**src/verilog/rssup_pkg.sv**
```systemverilog
// Package with register map, field layout and timing constants of the reset supervisor
package rssup_pkg;
	// Register byte offsets
	localparam logic [7:0] RSSUP_CTRL_OFS = 8'h00;
	localparam logic [7:0] RSSUP_MON_OFS = 8'h04;
	localparam logic [7:0] RSSUP_STAT_OFS = 8'h08;
	localparam logic [7:0] RSSUP_WDCTL_OFS = 8'h0C;
	localparam logic [7:0] RSSUP_WDPER_OFS = 8'h10;
	// Control register fields
	localparam int RSSUP_CTRL_SWRST = 0;
	localparam int RSSUP_CTRL_SWDIS = 1;
	localparam int RSSUP_CTRL_ANAEN = 2;
	localparam int RSSUP_CTRL_PINMODE = 3;
	localparam logic [3:0] RSSUP_CTRL_RST = 4'h4;
	// Monitor register fields
	localparam int RSSUP_MON_DLVL_LSB = 0;
	localparam int RSSUP_MON_ALVL_LSB = 4;
	localparam int RSSUP_MON_DEN = 8;
	localparam int RSSUP_MON_AEN = 9;
	localparam int RSSUP_MON_HEN = 10;
	localparam int RSSUP_MON_DRST = 11;
	localparam int RSSUP_MON_ARST = 12;
	localparam logic [12:0] RSSUP_MON_RST = 13'h0000;
	// Status register bits
	localparam int RSSUP_ST_PREC = 0;
	localparam int RSSUP_ST_PIN = 1;
	localparam int RSSUP_ST_LOGIC = 2;
	localparam int RSSUP_ST_WDOG = 3;
	localparam int RSSUP_ST_SOFT = 4;
	localparam int RSSUP_ST_DLVR = 5;
	localparam int RSSUP_ST_ALVR = 6;
	localparam int RSSUP_ST_DLIRQ = 7;
	localparam int RSSUP_ST_ALIRQ = 8;
	localparam int RSSUP_ST_AHIRQ = 9;
	localparam int RSSUP_ST_W = 10;
	localparam logic [9:0] RSSUP_IRQ_MASK = 10'h380;
	// Watchdog control fields
	localparam int RSSUP_WD_EN = 0;
	localparam int RSSUP_WD_KICK = 1;
	localparam logic [15:0] RSSUP_WDPER_RST = 16'hFFFF;
	// Timing
	localparam int RSSUP_CLK_PERIOD_NS = 50;
	localparam int RSSUP_POR_MIN_NS = 100;
	localparam int RSSUP_POR_MIN_CYC_I =
		(RSSUP_POR_MIN_NS + RSSUP_CLK_PERIOD_NS - 1) / RSSUP_CLK_PERIOD_NS;
	localparam logic [2:0] RSSUP_POR_MIN_CYC = 3'(RSSUP_POR_MIN_CYC_I);
	localparam logic [2:0] RSSUP_HOLD_CYC = RSSUP_POR_MIN_CYC;
endpackage

```
**src/verilog/rssup_top.sv**
```systemverilog
// Reset and supply supervisor with APB register slave
//
// Register access over APB and the placing of the registers were chosen for this implementation.
`timescale 1ns/1ps

// Overview of operation
// - Reset pin, watchdog and precise low-voltage reset each force a system reset.
// - A supply below its enabled precise-reset level produces a reset, except in sleep and hibernate outside sleep buzzes.
// - Supply monitors can raise a processor interrupt before reset thresholds.
// - Reset pin held low keeps the device in reset, like power-on.
// - Reset pin works in sleep and hibernate; undriven pin reads inactive.
// - Watchdog not serviced within its period issues a system reset.
// - Setting the software reset bit causes a power-on-like reset.
// - A disable bit stops the software reset bit from resetting.
// - System reset returns processor, peripherals and registers to reset state, except status and watchdog enable.
// - Status keeps reset and monitor interrupt causes; power-on or writing ones clears them.
// - Power-on reset pulse lasts at least 100 ns, longer while supplies ramp.
// - Stable digital supply hands over to precise reset; oscillator starts after.
// - Precise low-voltage trip resets like power-on but keeps status and watchdog enable.
// - Digital precise reset cannot be disabled; analog part follows regulator.
// - Precise reset off in sleep and hibernate, on during sleep buzzes.
// - Low-voltage trip levels 1.70 V to 5.45 V in 250 mV steps.
// - Each low-voltage monitor can reset instead of interrupting.
// - Voltage monitors stay disabled until power-on reset completes.
// - Monitor interrupt during a sleep buzz wakes first, then is presented.
// - Logic-driven reset through the pin in reset mode acts like power-on.
// - Power-on disables watchdog; once enabled it stays until power-on.
module rssup_top #(
	parameter logic [15:0] WDOG_PERIOD_RST = rssup_pkg::RSSUP_WDPER_RST
) (
	// Clock and power-on reset
	input wire logic clk_sys_i,
	input wire logic resetn_i,
	// APB slave
	input wire logic psel_i,
	input wire logic penable_i,
	input wire logic pwrite_i,
	input wire logic [7:0] paddr_i,
	input wire logic [31:0] pwdata_i,
	output logic [31:0] prdata_o,
	output logic pready_o,
	output logic pslverr_o,
	// Reset sources
	input wire logic ext_reset_n_i,
	input wire logic logic_driven_reset_i,
	// Analog supply comparators and power state
	input wire logic supply_ramping_i,
	input wire logic dig_supply_stable_i,
	input wire logic prec_dig_trip_i,
	input wire logic prec_ana_trip_i,
	input wire logic dig_low_trip_i,
	input wire logic ana_low_trip_i,
	input wire logic ana_high_trip_i,
	input wire logic sleep_i,
	input wire logic hibernate_i,
	input wire logic buzz_i,
	// Supervisor outputs
	output logic sys_reset_n_o,
	output logic por_mon_enable_o,
	output logic prec_dig_enable_o,
	output logic prec_ana_enable_o,
	output logic monitor_enable_o,
	output logic [3:0] dig_low_level_o,
	output logic [3:0] ana_low_level_o,
	output logic main_oscillator_en_o,
	output logic wake_req_o,
	output logic monitor_irq_o
);
	import rssup_pkg::*;

	////////////////////////////////////////////////////////////////////////////////
	// State

	typedef struct packed {
		logic [2:0] por_cnt;
		logic por_done;
		logic por_mon_on;
		logic osc_en;
		logic sys_rst;
		logic [2:0] hold_cnt;
		logic [3:0] ctrl;
		logic [12:0] mon;
		logic [RSSUP_ST_W-1:0] stat;
		logic wdog_en;
		logic [15:0] wdog_cnt;
		logic [15:0] wdog_per;
		logic prec_den;
		logic prec_aen;
		logic wake_req;
		logic irq;
		logic pready;
		logic pslverr;
		logic [31:0] prdata;
	} rssup_state_type;

	rssup_state_type st_ff;
	rssup_state_type nxt_st;

	////////////////////////////////////////////////////////////////////////////////
	// Source qualification

	logic bus_wr;
	logic bus_rd_phase;
	logic prec_on;
	logic prec_dig;
	logic prec_ana;
	logic pin_rst;
	logic drv_rst;
	logic dlv_trip;
	logic alv_trip;
	logic ahv_trip;
	logic dlv_rst;
	logic alv_rst;
	logic wdog_trip;
	logic sw_rst;
	logic level_src;
	logic pulse_src;
	logic [RSSUP_ST_W-1:0] stat_set;
	logic [RSSUP_ST_W-1:0] stat_clr;

	// A write lands only on the edge that completes the access phase
	assign bus_wr = psel_i & penable_i & st_ff.pready & pwrite_i;
	assign bus_rd_phase = psel_i & penable_i & ~st_ff.pready;

	// Precise reset is gated off in low power states except during buzz windows of sleep without hibernate
	assign prec_on = ~(sleep_i | hibernate_i) | (sleep_i & ~hibernate_i & buzz_i);
	assign prec_dig = st_ff.prec_den & prec_dig_trip_i;
	assign prec_ana = st_ff.prec_aen & prec_ana_trip_i;
	// The pad pull-up keeps an undriven pin high, so low always means reset
	assign pin_rst = ~ext_reset_n_i;
	assign drv_rst = st_ff.ctrl[RSSUP_CTRL_PINMODE] & logic_driven_reset_i;

	// Monitors are ignored until power-on has completed
	assign dlv_trip = st_ff.por_done & st_ff.mon[RSSUP_MON_DEN] & dig_low_trip_i;
	assign alv_trip = st_ff.por_done & st_ff.mon[RSSUP_MON_AEN] & ana_low_trip_i;
	assign ahv_trip = st_ff.por_done & st_ff.mon[RSSUP_MON_HEN] & ana_high_trip_i;
	assign dlv_rst = dlv_trip & st_ff.mon[RSSUP_MON_DRST];
	assign alv_rst = alv_trip & st_ff.mon[RSSUP_MON_ARST];

	// Watchdog expires once its count reaches the programmed period
	assign wdog_trip = st_ff.wdog_en & ~st_ff.sys_rst & (st_ff.wdog_cnt >= st_ff.wdog_per);
	assign sw_rst = st_ff.ctrl[RSSUP_CTRL_SWRST] & ~st_ff.ctrl[RSSUP_CTRL_SWDIS];

	// Level sources hold reset themselves; pulse sources are stretched by the hold counter
	assign level_src = prec_dig | prec_ana | pin_rst | drv_rst | dlv_rst | alv_rst;
	assign pulse_src = wdog_trip | sw_rst;

	// Cause flags: set wins over a same-cycle clear
	always_comb
	begin
		stat_set = '0;
		stat_set[RSSUP_ST_PREC] = prec_dig | prec_ana;
		stat_set[RSSUP_ST_PIN] = pin_rst;
		stat_set[RSSUP_ST_LOGIC] = drv_rst;
		stat_set[RSSUP_ST_WDOG] = wdog_trip;
		stat_set[RSSUP_ST_SOFT] = sw_rst;
		stat_set[RSSUP_ST_DLVR] = dlv_rst;
		stat_set[RSSUP_ST_ALVR] = alv_rst;
		stat_set[RSSUP_ST_DLIRQ] = dlv_trip & ~st_ff.mon[RSSUP_MON_DRST];
		stat_set[RSSUP_ST_ALIRQ] = alv_trip & ~st_ff.mon[RSSUP_MON_ARST];
		stat_set[RSSUP_ST_AHIRQ] = ahv_trip;
		stat_clr = '0;
		if (bus_wr && paddr_i == RSSUP_STAT_OFS)
		begin
			stat_clr = pwdata_i[RSSUP_ST_W-1:0];
		end
	end

	////////////////////////////////////////////////////////////////////////////////
	// Next state

	always_comb
	begin
		nxt_st = st_ff;

		// Minimum power-on pulse, stretched while supplies still ramp
		if (!st_ff.por_done)
		begin
			if (supply_ramping_i)
			begin
				nxt_st.por_cnt = '0;
			end
			else if (st_ff.por_cnt < RSSUP_POR_MIN_CYC - 3'h1)
			begin
				nxt_st.por_cnt = st_ff.por_cnt + 3'h1;
			end
			else
			begin
				nxt_st.por_done = 1'b1;
			end
		end

		// Power-on monitor switches off once the digital supply settles
		if (dig_supply_stable_i)
		begin
			nxt_st.por_mon_on = 1'b0;
		end
		if (st_ff.por_done && !st_ff.por_mon_on && !prec_dig)
		begin
			nxt_st.osc_en = 1'b1;
		end

		// Precise reset enables; digital side has no software switch
		nxt_st.prec_den = prec_on & ~st_ff.por_mon_on;
		nxt_st.prec_aen = prec_on & ~st_ff.por_mon_on & st_ff.ctrl[RSSUP_CTRL_ANAEN];

		// Combined reset: assert on the next edge, release only after every source is gone
		if (pulse_src)
		begin
			nxt_st.hold_cnt = RSSUP_HOLD_CYC;
		end
		else if (st_ff.hold_cnt != 3'h0)
		begin
			nxt_st.hold_cnt = st_ff.hold_cnt - 3'h1;
		end
		nxt_st.sys_rst = ~st_ff.por_done | level_src | pulse_src | (st_ff.hold_cnt > 3'h1);

		// Status survives every reset except power-on
		nxt_st.stat = (st_ff.stat & ~stat_clr) | stat_set;

		// Watchdog count, kick and sticky enable
		if (st_ff.sys_rst || !st_ff.wdog_en)
		begin
			nxt_st.wdog_cnt = '0;
		end
		else
		begin
			nxt_st.wdog_cnt = st_ff.wdog_cnt + 16'h0001;
		end
		if (bus_wr && paddr_i == RSSUP_WDCTL_OFS)
		begin
			if (pwdata_i[RSSUP_WD_EN])
			begin
				nxt_st.wdog_en = 1'b1;
			end
			if (pwdata_i[RSSUP_WD_KICK])
			begin
				nxt_st.wdog_cnt = '0;
			end
		end

		// Configuration writes
		if (bus_wr && paddr_i == RSSUP_CTRL_OFS)
		begin
			nxt_st.ctrl = pwdata_i[3:0];
		end
		if (bus_wr && paddr_i == RSSUP_MON_OFS)
		begin
			nxt_st.mon = pwdata_i[12:0];
		end
		if (bus_wr && paddr_i == RSSUP_WDPER_OFS)
		begin
			nxt_st.wdog_per = pwdata_i[15:0];
		end

		// System reset returns control, monitor and watchdog period settings to defaults
		if (st_ff.sys_rst)
		begin
			nxt_st.ctrl = RSSUP_CTRL_RST;
			nxt_st.mon = RSSUP_MON_RST;
			nxt_st.wdog_per = WDOG_PERIOD_RST;
		end

		// Monitor interrupt: wake first, present only once awake
		nxt_st.wake_req = sleep_i & |(st_ff.stat & RSSUP_IRQ_MASK);
		nxt_st.irq = ~sleep_i & ~hibernate_i & |(st_ff.stat & RSSUP_IRQ_MASK);

		// APB: one wait state, read data captured with pready
		nxt_st.pready = bus_rd_phase;
		nxt_st.pslverr = 1'b0;
		nxt_st.prdata = '0;
		if (bus_rd_phase)
		begin
			unique case (paddr_i)
				RSSUP_CTRL_OFS: nxt_st.prdata = {28'h0000000, st_ff.ctrl};
				RSSUP_MON_OFS: nxt_st.prdata = {19'h00000, st_ff.mon};
				RSSUP_STAT_OFS: nxt_st.prdata = {22'h000000, st_ff.stat};
				RSSUP_WDCTL_OFS: nxt_st.prdata = {31'h00000000, st_ff.wdog_en};
				RSSUP_WDPER_OFS: nxt_st.prdata = {16'h0000, st_ff.wdog_per};
				default: nxt_st.pslverr = 1'b1;
			endcase
		end
	end

	////////////////////////////////////////////////////////////////////////////////
	// Registers: only the power-on reset input clears everything

	always_ff @(posedge clk_sys_i or negedge resetn_i)
	begin
		if (!resetn_i)
		begin
			st_ff <= '0;
			st_ff.por_mon_on <= 1'b1;
			st_ff.sys_rst <= 1'b1;
			st_ff.ctrl <= RSSUP_CTRL_RST;
			st_ff.mon <= RSSUP_MON_RST;
			st_ff.wdog_per <= WDOG_PERIOD_RST;
			st_ff.wdog_en <= 1'b0;
			st_ff.stat <= '0;
		end
		else
		begin
			st_ff <= nxt_st;
		end
	end

	////////////////////////////////////////////////////////////////////////////////
	// Outputs

	assign prdata_o = st_ff.prdata;
	assign pready_o = st_ff.pready;
	assign pslverr_o = st_ff.pslverr;
	assign sys_reset_n_o = ~st_ff.sys_rst;
	assign por_mon_enable_o = st_ff.por_mon_on;
	assign prec_dig_enable_o = st_ff.prec_den;
	assign prec_ana_enable_o = st_ff.prec_aen;
	assign monitor_enable_o = st_ff.por_done;
	assign dig_low_level_o = st_ff.mon[RSSUP_MON_DLVL_LSB+:4];
	assign ana_low_level_o = st_ff.mon[RSSUP_MON_ALVL_LSB+:4];
	assign main_oscillator_en_o = st_ff.osc_en;
	assign wake_req_o = st_ff.wake_req;
	assign monitor_irq_o = st_ff.irq;
endmodule
```
**config.mk**
```make
export PLATFORM = sky130hd
export DESIGN_NAME = rssup_top
export DESIGN_NICKNAME = d
export VERILOG_FILES = /design/src/verilog/rssup_pkg.sv /design/src/verilog/rssup_top.sv
export SDC_FILE = /design/constraint.sdc
export NUM_CORES = 1
export LEC_CHECK = 0
export ABC_CLOCK_PERIOD_IN_PS = 2800
export BUFFER_PORTS_ARGS = -buffer_cell sky130_fd_sc_hd__buf_2
export CAP_MARGIN = 25
export CORE_MARGIN = 5
export CORE_UTILIZATION = 45
export DETAILED_ROUTE_END_ITERATION = 16
export HOLD_SLACK_MARGIN = 0.08
export PLACE_DENSITY_LB_ADDON = 0.08
export SETUP_SLACK_MARGIN = 0.5
export SLEW_MARGIN = 0
export SYNTH_ARGS = -nofsm -noshare
export SYNTH_HDL_FRONTEND = slang
export SYNTH_SLANG_ARGS = --single-unit
```
**constraint.sdc**
```tcl
create_clock -name clk_sys_i -period 2.8 [get_ports clk_sys_i]
set_input_delay 0.28 -clock clk_sys_i [delete_from_list [all_inputs] [get_ports clk_sys_i]]
set_output_delay 0.28 -clock clk_sys_i [all_outputs]
set_load 0.01 [all_outputs]
```
==> summary.md, run 1 <==
| Metric | Value |
|---|---|
| Status | finished, final reports clean |
| Final period util | 0.7914 |
| # nets final | between 500 and 600 |
| Slew headroom | 0.5342 |
| Fill cells | between 900 and 1000 |
| HP Class | primary input to flip-flop |
| Final Hold Fails | 0 |
| Critical Path Fanout Max | 5 |
| Starting Density | 0.4565 |
| Global-route met1 utilization | 0.2362 |
| # DRC | 0 |
| Worst slew pin tran | around 700 ps |
| Comb power frac | 0.115 |
| Max IR drop VDD | 292.0 uV |
| Crit path time final | 2216 ps |
| Worst Setup Slack, final | roughly 580 ps |
| Sw power | 0.0007346 W |
| Sequential share of power | 0.530 |
| Clk Latency, worst-skew pair | ~360 ps |
| Hpwl dp | about 8000 um |
| Boundary Pins | 107 |
| Largest net degree at the start of global routing | approximately 50 |
| Root Driver | clkbuf_8 |
| Total CTS buffers | 9 |
| First-pass GRT wire length | between 15000 and 20000 um |
| Synthesis-stage register bit count | slightly above 90 |
| Share of the yosys chip area belonging to registers | 0.4980 |
| Final setup TNS | 0 ps |
| Clock power share | 0.354 |
| Core Util, Final | 0.5174 |
| Avg WL per Cell | 16.52 um |
| Total iterations of the first detailed-routing run | 4 |
| Synth-to-layout area growth | 13.34% |
| RSZ-0062 raised after global routing | yes |
| Area contributors post-synth | dfrtp_1, dfstp_2, buf_4, ha_1, a22o_1 |
| Syn Inst Count | around 460 |
| Number of synthesized flops with an enable pin | 0 |
| Asr flop ratio synth | 1.000 |
| Clock transition at path regs | ~100 ps |
| Met3 Use GR | 0.03750 |
| Met2 Use GR | 0.3030 |
| Initial DRC count | 238 |
| Fmax | around 450 MHz |
| Setup violations, final | 0 |
| Detailed Route WL | 10860 um |
| Initial antenna violation count | 0 |
| Cell Count, Final, Fillers Out | ~660 |
| Max Slew Vio Count | 0 |
| H-tree levels | 3 |
| Synth cell types | 50 |
| Post-synth top area share | 0.3911 |
| Worst Path Arrival | between 2000 and 2500 ps |
| Vias in the first global route | 3551 |
| Mapped Area | around 0.0047 mm^2 |
| Internal power | ~0.0019 W |
| Crit end category | flip-flop |
| Core Rows | 37 |
| Worst Setup Slack post-DPL | around 310 ps |
| Busiest grt layer | met2 |
| TritonCTS clock tree | yes |
| Die area | around 0.013 mm^2 |
| Vias per cell | ~5.2 |
| Startpoint types | flip-flop |
| GP Congestion | slightly below 0.9 |
| Worst Clk Skew | roughly 12 ps |
| Routed vias | roughly 3400 |
| Syn Area/Cell | slightly above 10 um^2 |
| Sw Share | 0.2772 |
| Total GRT Usage | 0.1794 |
| CTS Sinks | 92 |
| WP data required | slightly above 3000 ps |
| Core ar. | between 0.01 and 0.015 mm^2 |
| Chip width | around 110 um |
| Number of inserted diodes | 0 |
| Yosys warns | 0 |
| Max Cap Viol | 0 |
| Placed insts | between 600 and 700 |
| Post-route ant nets | 0 |
| Fraction of layout cells with a size suffix above 1 | 0.2630 |
| Die Y | ~110 um |
| IO Port Bufs | 74 |
| Largest area contributor in the netlist | dfrtp_1 |
| GR Overflow Total | 0 |
| Leak | ~2.5 nW |
| Main synth FF type | dfrtp_1 |
| Kind of critical path | flip-flop to flip-flop |
| Longest Clk Path Bufs | 2 |
| Hold WS | 100.8 ps |
| PwrDens | around 500 mW/mm^2 |
-- layer usage --
| layer | vias to the layer above | wire length (um) | share of wire |
|---|---|---|---|
| met5 | - | 0 | 0 |
| met4 | 0 | 87 | 0.0080 |
| met3 | 8 | 417 | 0.038 |
| met2 | 66 | 5467 | 0.50 |
| met1 | 1689 | 4882 | 0.45 |
| li1 | 1665 | - | - |
-- stage by stage --
stage	total power [W]	instance area (um^2)
floorplan	0.001628	4727
CTS	0.002683	5273
global route	0.002789	5294
detailed placement	0.001740	4959
finish	0.002650	5294
global placement	0.001726	4959
-- layout by cell type, fill, tap and decap left out, types with 4 or more instances in the layout --
cell type,count
o211ai_1,15
ha_4,4
a22oi_1,12
or3_1,4
nand2_1,45
dfstp_2,19
nor2b_1,5
o2bb2ai_1,4
buf_2,73
nand4_1,10
nor3_1,10
conb_1,16
xor2_1,10
dlygate4sd3_1,4
clkbuf_8,9
a22o_1,22
buf_4,11
and2_1,5
nand3_1,11
dfrtp_1,73
and3_1,4
nor2_1,45
mux2i_1,5
ha_1,17
inv_1,24
a21oi_1,13
o21ai_0,4
-- power by group through the flow --
stage | clock network, W | logic (W) | registers (W)
after CTS | 0.000963 | 0.000314 | 0.00141
after global routing | 0.00103 | 0.000347 | 0.00141
final | 0.000939 | 0.000305 | 0.00141
after detailed placement | 0 | 0.000309 | 0.00143
after floorplan | 0 | 0.000202 | 0.00143
after global placement | 0 | 0.000298 | 0.00143
-- what timing repair did --
item                                    CTS  global route
pin swaps                                 7             4
gates cloned                              0             0
hold endpoints to repair                 44             0
hold buffers                              4             0
gates resized for setup                   8             2
buffers inserted                          1             1
endpoints found under the setup margin    5             5
-- final cells by class --
type,instances,area (um^2),share of cell area
flip-flops and latches,92,2326,0.4394
well taps,136,170.2,0.03214
inverters,25,93.84,0.01773
clock inverters,7,81.33,0.01536
clock buffers,9,123.9,0.02340
multi-input cells,300,2011,0.3798
repair buffers,88,488.0,0.09218
-- Yosys cell counts, drive strengths merged (2+ instances only) --
cell     number
a22o         22
buf          50
inv          25
and2          5
nand2        45
and4          3
nand3b        2
nand4        10
a21bo         2
clkbuf        7
xor2         10
o21ai         4
ha           21
and3          4
dfstp        19
xnor2         3
o2bb2ai       4
dfrtp        73
a22oi        12
a21o          2
a41o          2
nor3         12
nor4          2
nand2b        3
nor4b         2
mux2i         5
o211ai       15
a31o          2
nor2b         6
nand3        11
or3           5
nor2         45
a21oi        13
-- flip-flops by register name, indices dropped and copies added (netlist names) --
name	count
ana_low_level_o	4
dig_low_level_o	4
main_oscillator_en_o	1
monitor_enable_o	1
monitor_irq_o	1
por_mon_enable_o	1
prdata_o	16
pready_o	1
prec_ana_enable_o	1
prec_dig_enable_o	1
pslverr_o	1
st_ff	59
wake_req_o	1
-- worst paths after layout --
check / startpoint / endpoint / slack [ps] / cells past startpoint
setup / recovery: st_ff[47] / st_ff[98] / 580 / 7
setup reg to reg: st_ff[47] / st_ff[98] / 580 / 7
max in group asynchronous: resetn_i / st_ff[41] / 1580 / 3
min in group asynchronous: resetn_i / st_ff[105] / 470 / 2
hold reg to reg: main_oscillator_en_o / main_oscillator_en_o / 480 / 1
hold / removal: supply_ramping_i / monitor_enable_o / 100 / 2
-- logic make-up after synthesis --
group / after synthesis / share of synthesized area
AOI/OAI and AO/OA: 86 / 0.1409
xor gates and xnor gates: 13 / 0.02438
adders and majority gates: 21 / 0.05625
buffers and inverters: 82 / 0.1002
DFF: 92 / 0.4980
muxes: 6 / 0.01554
other: 1 / 0.0008029
and+or+nand+nor: 158 / 0.1639
-- worst max-delay path: stages (launching register included) --
cell and delay [ps]:
dfstp_2 540, inv_1 70, ha_1 300, nand2_1 70, or3_4 390, or4_4 430, a31oi_4 230, nor3_1 80
(Power assumes the default switching activity.)
==> inputs of run 2 (changes only) <==
ABC_CLOCK_PERIOD_IN_PS = 2300   (was 2800)
clock period = 2.3 ns   (was 2.8 ns; I/O delays follow)
==> run 2 against run 1 <==
Clock skew about the same. Non-clock buffer count increased by 6. Fmax increased by 0.76%. Worst setup slack got worse by 480 ps. Via count increased by 0.90%. Largest power group unchanged. Highest routed layer unchanged.
==> summary.md, run 2 (synthesis results as in run 1) <==
| Metric | Value |
|---|---|
| Core ar. | a little over 0.01 mm^2 |
| Vias in the first global route | approximately 3500 |
| Number of inserted diodes | 0 |
| H-tree levels | 3 |
| Kind of critical path | flip-flop to flip-flop |
| Boundary Pins | 107 |
| Detailed Route WL | 11110 um |
| IO Port Bufs | 74 |
| Worst Path Arrival | between 2000 and 2500 ps |
| Post-route ant nets | 0 |
| Final setup TNS | 0 ps |
| Avg WL per Cell | between 15 and 20 um |
| Final Hold Fails | 0 |
| Die Y | 111.9 um |
| Slew headroom | 0.5579 |
| Final period util | 0.9562 |
| Initial antenna violation count | 0 |
| Sw Share | 0.2582 |
| WP data required | 2520 ps |
| GP Congestion | a little over 0.8 |
| Max reg flops | 59 |
| Vias per cell | 5.217 |
| Crit end category | flip-flop |
| Critical Path Fanout Max | 5 |
| # DRC | 0 |
| Clock power share | 0.367 |
| Leak | about 2.6 nW |
| Max Cap Viol | 0 |
| Largest net degree at the start of global routing | 56 |
| RSZ-0062 raised after global routing | yes |
| Clk Latency, worst-skew pair | roughly 360 ps |
| Comb power frac | 0.119 |
| Internal power | ~0.0025 W |
| Crit path time final | 2199 ps |
| Sequential share of power | 0.515 |
| HP Class | primary input to flip-flop |
| Total GRT Usage | 0.1820 |
| Fmax | 454.7 MHz |
| Post-route cell area | 0.005426 mm^2 |
| Fraction of layout cells with a size suffix above 1 | 0.2884 |
| Hpwl dp | 8270 um |
| Worst path cell trace | inv_2 -> ha_4 -> nand4_1 -> or3_4 -> or4_4 -> a31oi_4 -> nor3_1 |
| PwrDens | ~600 mW/mm^2 |
| Worst slew pin tran | roughly 660 ps |
| Die area | 0.01252 mm^2 |
| Core Rows | 37 |
| Slowest CP cell | dfstp_2 |
| Status | finished, final reports clean |
| Sw power | 0.0008596 W |
| Starting Density | 0.4565 |
| Total CTS buffers | 9 |
| CP peak stage delay | about 540 ps |
| GR Overflow Total | 0 |
| Worst Clk Skew | 11.36 ps |
| Max IR drop VDD | approximately 370 uV |
| First-pass GRT wire length | 18290 um |
| Reg with most FFs | st_ff |
| Synth-to-layout area growth | 16.18% |
| Clock transition at path regs | roughly 100 ps |
| Chip width | 111.9 um |
| Root Driver | clkbuf_8 |
| Setup violations, final | 0 |
| Commonest non-fill, non-tap cells in the layout | dfrtp_1, buf_2, nand2_1 |
| Longest Clk Path Bufs | 2 |
| TritonCTS clock tree | yes |
| Routed vias | between 3000 and 4000 |
| Initial DRC count | about 130 |
| Area after DPL | slightly above 0.005 mm^2 |
| Startpoint types | flip-flop |
| Total iterations of the first detailed-routing run | 4 |
| CTS Sinks | a little over 90 |
| Max Slew Vio Count | 0 |
| # nets final | 600 |
## run 2: changes by cell type in the layout (fill, tap and decap cells not counted), sizes merged
| cell | change |
|---|---|
| clkinvlp | +1 |
| bufinv | +1 |
| inv | -3 |
| dlygate4sd3 | +2 |
| buf | +4 |
| clkbuf | +1 |
## run 2: worst max-delay path, delay by kind of cell (launching register included)
kind	cells	cell delay, ps
adder cells (fa/ha/maj)	1	260
AO/OA/AOI/OAI	1	220
flip-flops	1	540
AND/OR/NAND/NOR	4	1000
buffers and inverters	1	50
## run 2: layer usage
layer / vias up / wire length [um] / GRT usage
li1: 1672 / - / -
met1: 1700 / 5030 / 0.2423
met2: 81 / 5495 / 0.3046
met3: 6 / 507 / 0.04185
met4: 0 / 73 / 0.03893
met5: - / 0 / 0
## run 2: path summary, 6_finish.rpt
kind                       slack (ps)              endpoint  depth (start not counted)                  from
max in group asynchronous        1200             st_ff[49]                          3              resetn_i
hold reg to reg                   470  main_oscillator_en_o                          1  main_oscillator_en_o
setup / recovery                  100             st_ff[98]                          7             st_ff[51]
min in group asynchronous         370  main_oscillator_en_o                          2              resetn_i
hold / removal                    110             st_ff[92]                          2          pwdata_i[11]
setup reg to reg                  100             st_ff[98]                          7             st_ff[51]
## run 2: timing repair
| action | in CTS | in global routing |
|---|---|---|
| setup endpoints to repair | 34 | 34 |
| hold endpoints to repair | 36 | 0 |
| pin swaps | 5 | 2 |
| resized for setup | 7 | 7 |
| hold buffers | 6 | 0 |
| buffers inserted | 4 | 0 |
| cloned | 0 | 0 |
## run 2: power by group through the flow
| stage | sequential, W | clock [W] | combinational (W) |
|---|---|---|---|
| floorplan | 0.00174 | 0 | 0.000250 |
| global placement | 0.00174 | 0 | 0.000374 |
| detailed placement | 0.00174 | 0 | 0.000384 |
| CTS | 0.00171 | 0.00126 | 0.000394 |
| global route | 0.00172 | 0.00134 | 0.000448 |
| finish | 0.00171 | 0.00122 | 0.000395 |
## run 2: layout make-up
class / instances / area (um^2)
multi-input cells: 300 / 2058
repair buffers: 94 / 554.3
flip-flops and latches: 92 / 2326
inverters: 25 / 93.84
well taps: 136 / 170.2
fillers: 959 / 4805
clock inverters: 6 / 86.33
clock buffers: 10 / 137.6
## run 2: through the flow
stage | instances | setup slack (ps) | hold WS [ps] | utilization | power, W
after floorplan | 474 | 240.4 | -65.59 | - | 0.001986
after global placement | 637 | 86.25 | 225.4 | 0.4928 | 0.002112
after detailed placement | 637 | 44.08 | 228.2 | 0.4928 | 0.002125
after CTS | 663 | 105.4 | 91.41 | 0.5265 | 0.003366
after global routing | 663 | 5.735 | 93.39 | 0.5304 | 0.003503
final | 663 | 100.7 | 106.4 | 0.5304 | 0.003329
==> inputs of run 3 (changes only) <==
SETUP_SLACK_MARGIN = 0.3   (was 0.5)
==> run 3 against run 2 <==
Worst setup slack better by 0.99 ps. Final cell count shrank 0.15%. Highest routed layer unchanged. Power fell by 0.21%. Largest power group unchanged. Count of clock-buffer cells in the layout stayed put. Flip-flop and latch count unchanged. Critical path depth unchanged. Non-clock buffer count fell by 1. Combinational power about the same.
==> summary.md, run 3 (synthesis results as in run 1) <==
| Metric | Value |
|---|---|
| IO Port Bufs | 74 |
| Die area | around 0.013 mm^2 |
| Sequential share of power | 0.515 |
| First-pass GRT wire length | between 15000 and 20000 um |
| Total CTS buffers | 9 |
| Die Y | 111.9 um |
| Initial DRC count | between 100 and 150 |
| Flop-to-flop setup slack | between 100 and 150 ps |
| # nets final | about 600 |
| Detailed Route WL | roughly 11000 um |
| Sw power | 0.0008557 W |
| Worst Clk Skew | about 10 ps |
| Leak | 2.567 nW |
| Post-route ant nets | 0 |
| Fraction of layout cells with a size suffix above 1 | 0.2871 |
| TritonCTS clock tree | yes |
| Crit end category | flip-flop |
| Commonest non-fill, non-tap cells in the layout | dfrtp_1, buf_2, nand2_1 |
| Max Slew Vio Count | 0 |
| Synth-to-layout area growth | 15.81% |
| Final period util | 0.9558 |
| Core ar. | 0.01023 mm^2 |
| Max reg flops | 59 |
| Startpoint types | flip-flop |
| Initial antenna violation count | 0 |
| Avg WL per Cell | between 15 and 20 um |
| Starting Density | 0.4565 |
| WP data required | 2520 ps |
| Longest Clk Path Bufs | 2 |
| Crit. Startpoint | st_ff[51] |
| Status | finished, final reports clean |
| Setup crit end | st_ff[98] |
| Final setup TNS | 0 ps |
| CTS Sinks | 92 |
| Worst slew pin tran | 657.0 ps |
| Boundary Pins | 107 |
| Kind of critical path | flip-flop to flip-flop |
| Vias in the first global route | 3535 |
| Fill cells | a little under 1000 |
| Reg with most FFs | st_ff |
| Sw Share | 0.2576 |
| Root Driver | clkbuf_8 |
| Number of inserted diodes | 0 |
| Comb power frac | 0.118 |
| GP Congestion | a little over 0.8 |
| Setup violations, final | 0 |
| Hpwl dp | approximately 8300 um |
| H-tree levels | 3 |
| Clock power share | 0.366 |
| HP Class | primary input to flip-flop |
| Chip width | 111.9 um |
| Internal power | ~0.0025 W |
| Vias per cell | 5.248 |
| GR Overflow Total | 0 |
| Final Hold Fails | 0 |
| Largest net degree at the start of global routing | 56 |
| FF-to-FF path depth | 7 |
| Total GRT Usage | 0.1820 |
| Total iterations of the first detailed-routing run | 4 |
| Clk Latency, worst-skew pair | around 360 ps |
| Core Rows | 37 |
| Routed vias | ~3500 |
| Clock transition at path regs | 80 ps |
| Total Power | approximately 0.0033 W |
| Max IR drop VDD | ~370 uV |
| Crit path time final | roughly 2200 ps |
| Max Cap Viol | 0 |
| PwrDens | slightly above 600 mW/mm^2 |
| Slew headroom | 0.5611 |
| RSZ-0062 raised after global routing | yes |
| Fmax | roughly 450 MHz |
| Reg2reg end | st_ff[98] |
| Reg2reg start | st_ff[51] |
| Worst Path Arrival | 2420 ps |
| Critical Path Fanout Max | 5 |
| # DRC | 0 |
-- run 3: cell types whose count changed in the layout (fill, tap and decap cells not counted), sizes merged --
| cell | before | now |
|---|---|---|
| buf | 88 | 87 |
-- run 3: worst min path at each step --
stage,start,endpoint,slack [ps],depth (start not counted)
6_report,pwdata_i[13],st_ff[51],110,3
5_1_grt,pwdata_i[13],st_ff[51],90,3
4_1_cts,pwdata_i[15],st_ff[53],90,3
3_5_place_dp,resetn_i,main_oscillator_en_o,230,1
3_3_place_gp,resetn_i,main_oscillator_en_o,230,1
2_1_floorplan,resetn_i,ana_low_level_o[0],-70,0
-- run 3: power groups by stage --
stage / clock [W] / sequential, W / combinational (W)
2_1_floorplan: 0 / 0.00174 / 0.000250
3_3_place_gp: 0 / 0.00174 / 0.000374
3_5_place_dp: 0 / 0.00174 / 0.000384
4_1_cts: 0.00126 / 0.00171 / 0.000392
5_1_grt: 0.00134 / 0.00172 / 0.000446
6_report: 0.00122 / 0.00171 / 0.000393
-- run 3: critical path: stages (launching register included) --
cell and delay [ps]:
dfstp_2 540, inv_2 50, ha_4 260, nand4_1 140, or3_4 360, or4_4 430
a31oi_4 220, nor3_1 70
-- run 3: metrics by stage --
| step | hold slack (ps) | worst slack (ps) | cells | util | instance area (um^2) |
|---|---|---|---|---|---|
| after floorplan | -65.59 | 240.4 | 474 | - | 4783 |
| after global routing | 93.39 | 5.735 | 662 | 0.5287 | 5409 |
| after CTS | 91.41 | 105.4 | 662 | 0.5248 | 5369 |
| after global placement | 225.4 | 86.25 | 637 | 0.4928 | 5042 |
| after detailed placement | 228.2 | 44.08 | 637 | 0.4928 | 5042 |
| final | 108.1 | 101.7 | 662 | 0.5287 | 5409 |
-- run 3: repair_timing --
action | CTS | global route
gates resized for setup | 4 | 7
hold buffers | 6 | 0
pin swaps | 4 | 2
setup buffers | 3 | 0
endpoints found under the setup margin | 21 | 34
hold endpoints to repair | 36 | 0
-- run 3: cell type report --
class                      instances  area, um^2  area share
clock buffer                      10       137.6     0.02545
clock inverter                     6       86.33     0.01596
inverter                          25       93.84     0.01735
multi-input combinational        300        2052      0.3794
sequential                        92        2326      0.4300
tap                              136       170.2     0.03146
timing repair buffer              93       543.0      0.1004
-- run 3: layer usage --
layer  track usage  share of wire
met1        0.2426           0.45
met2        0.3006           0.49
met4       0.04461          0.010
met5             0              0
met3       0.04293          0.046
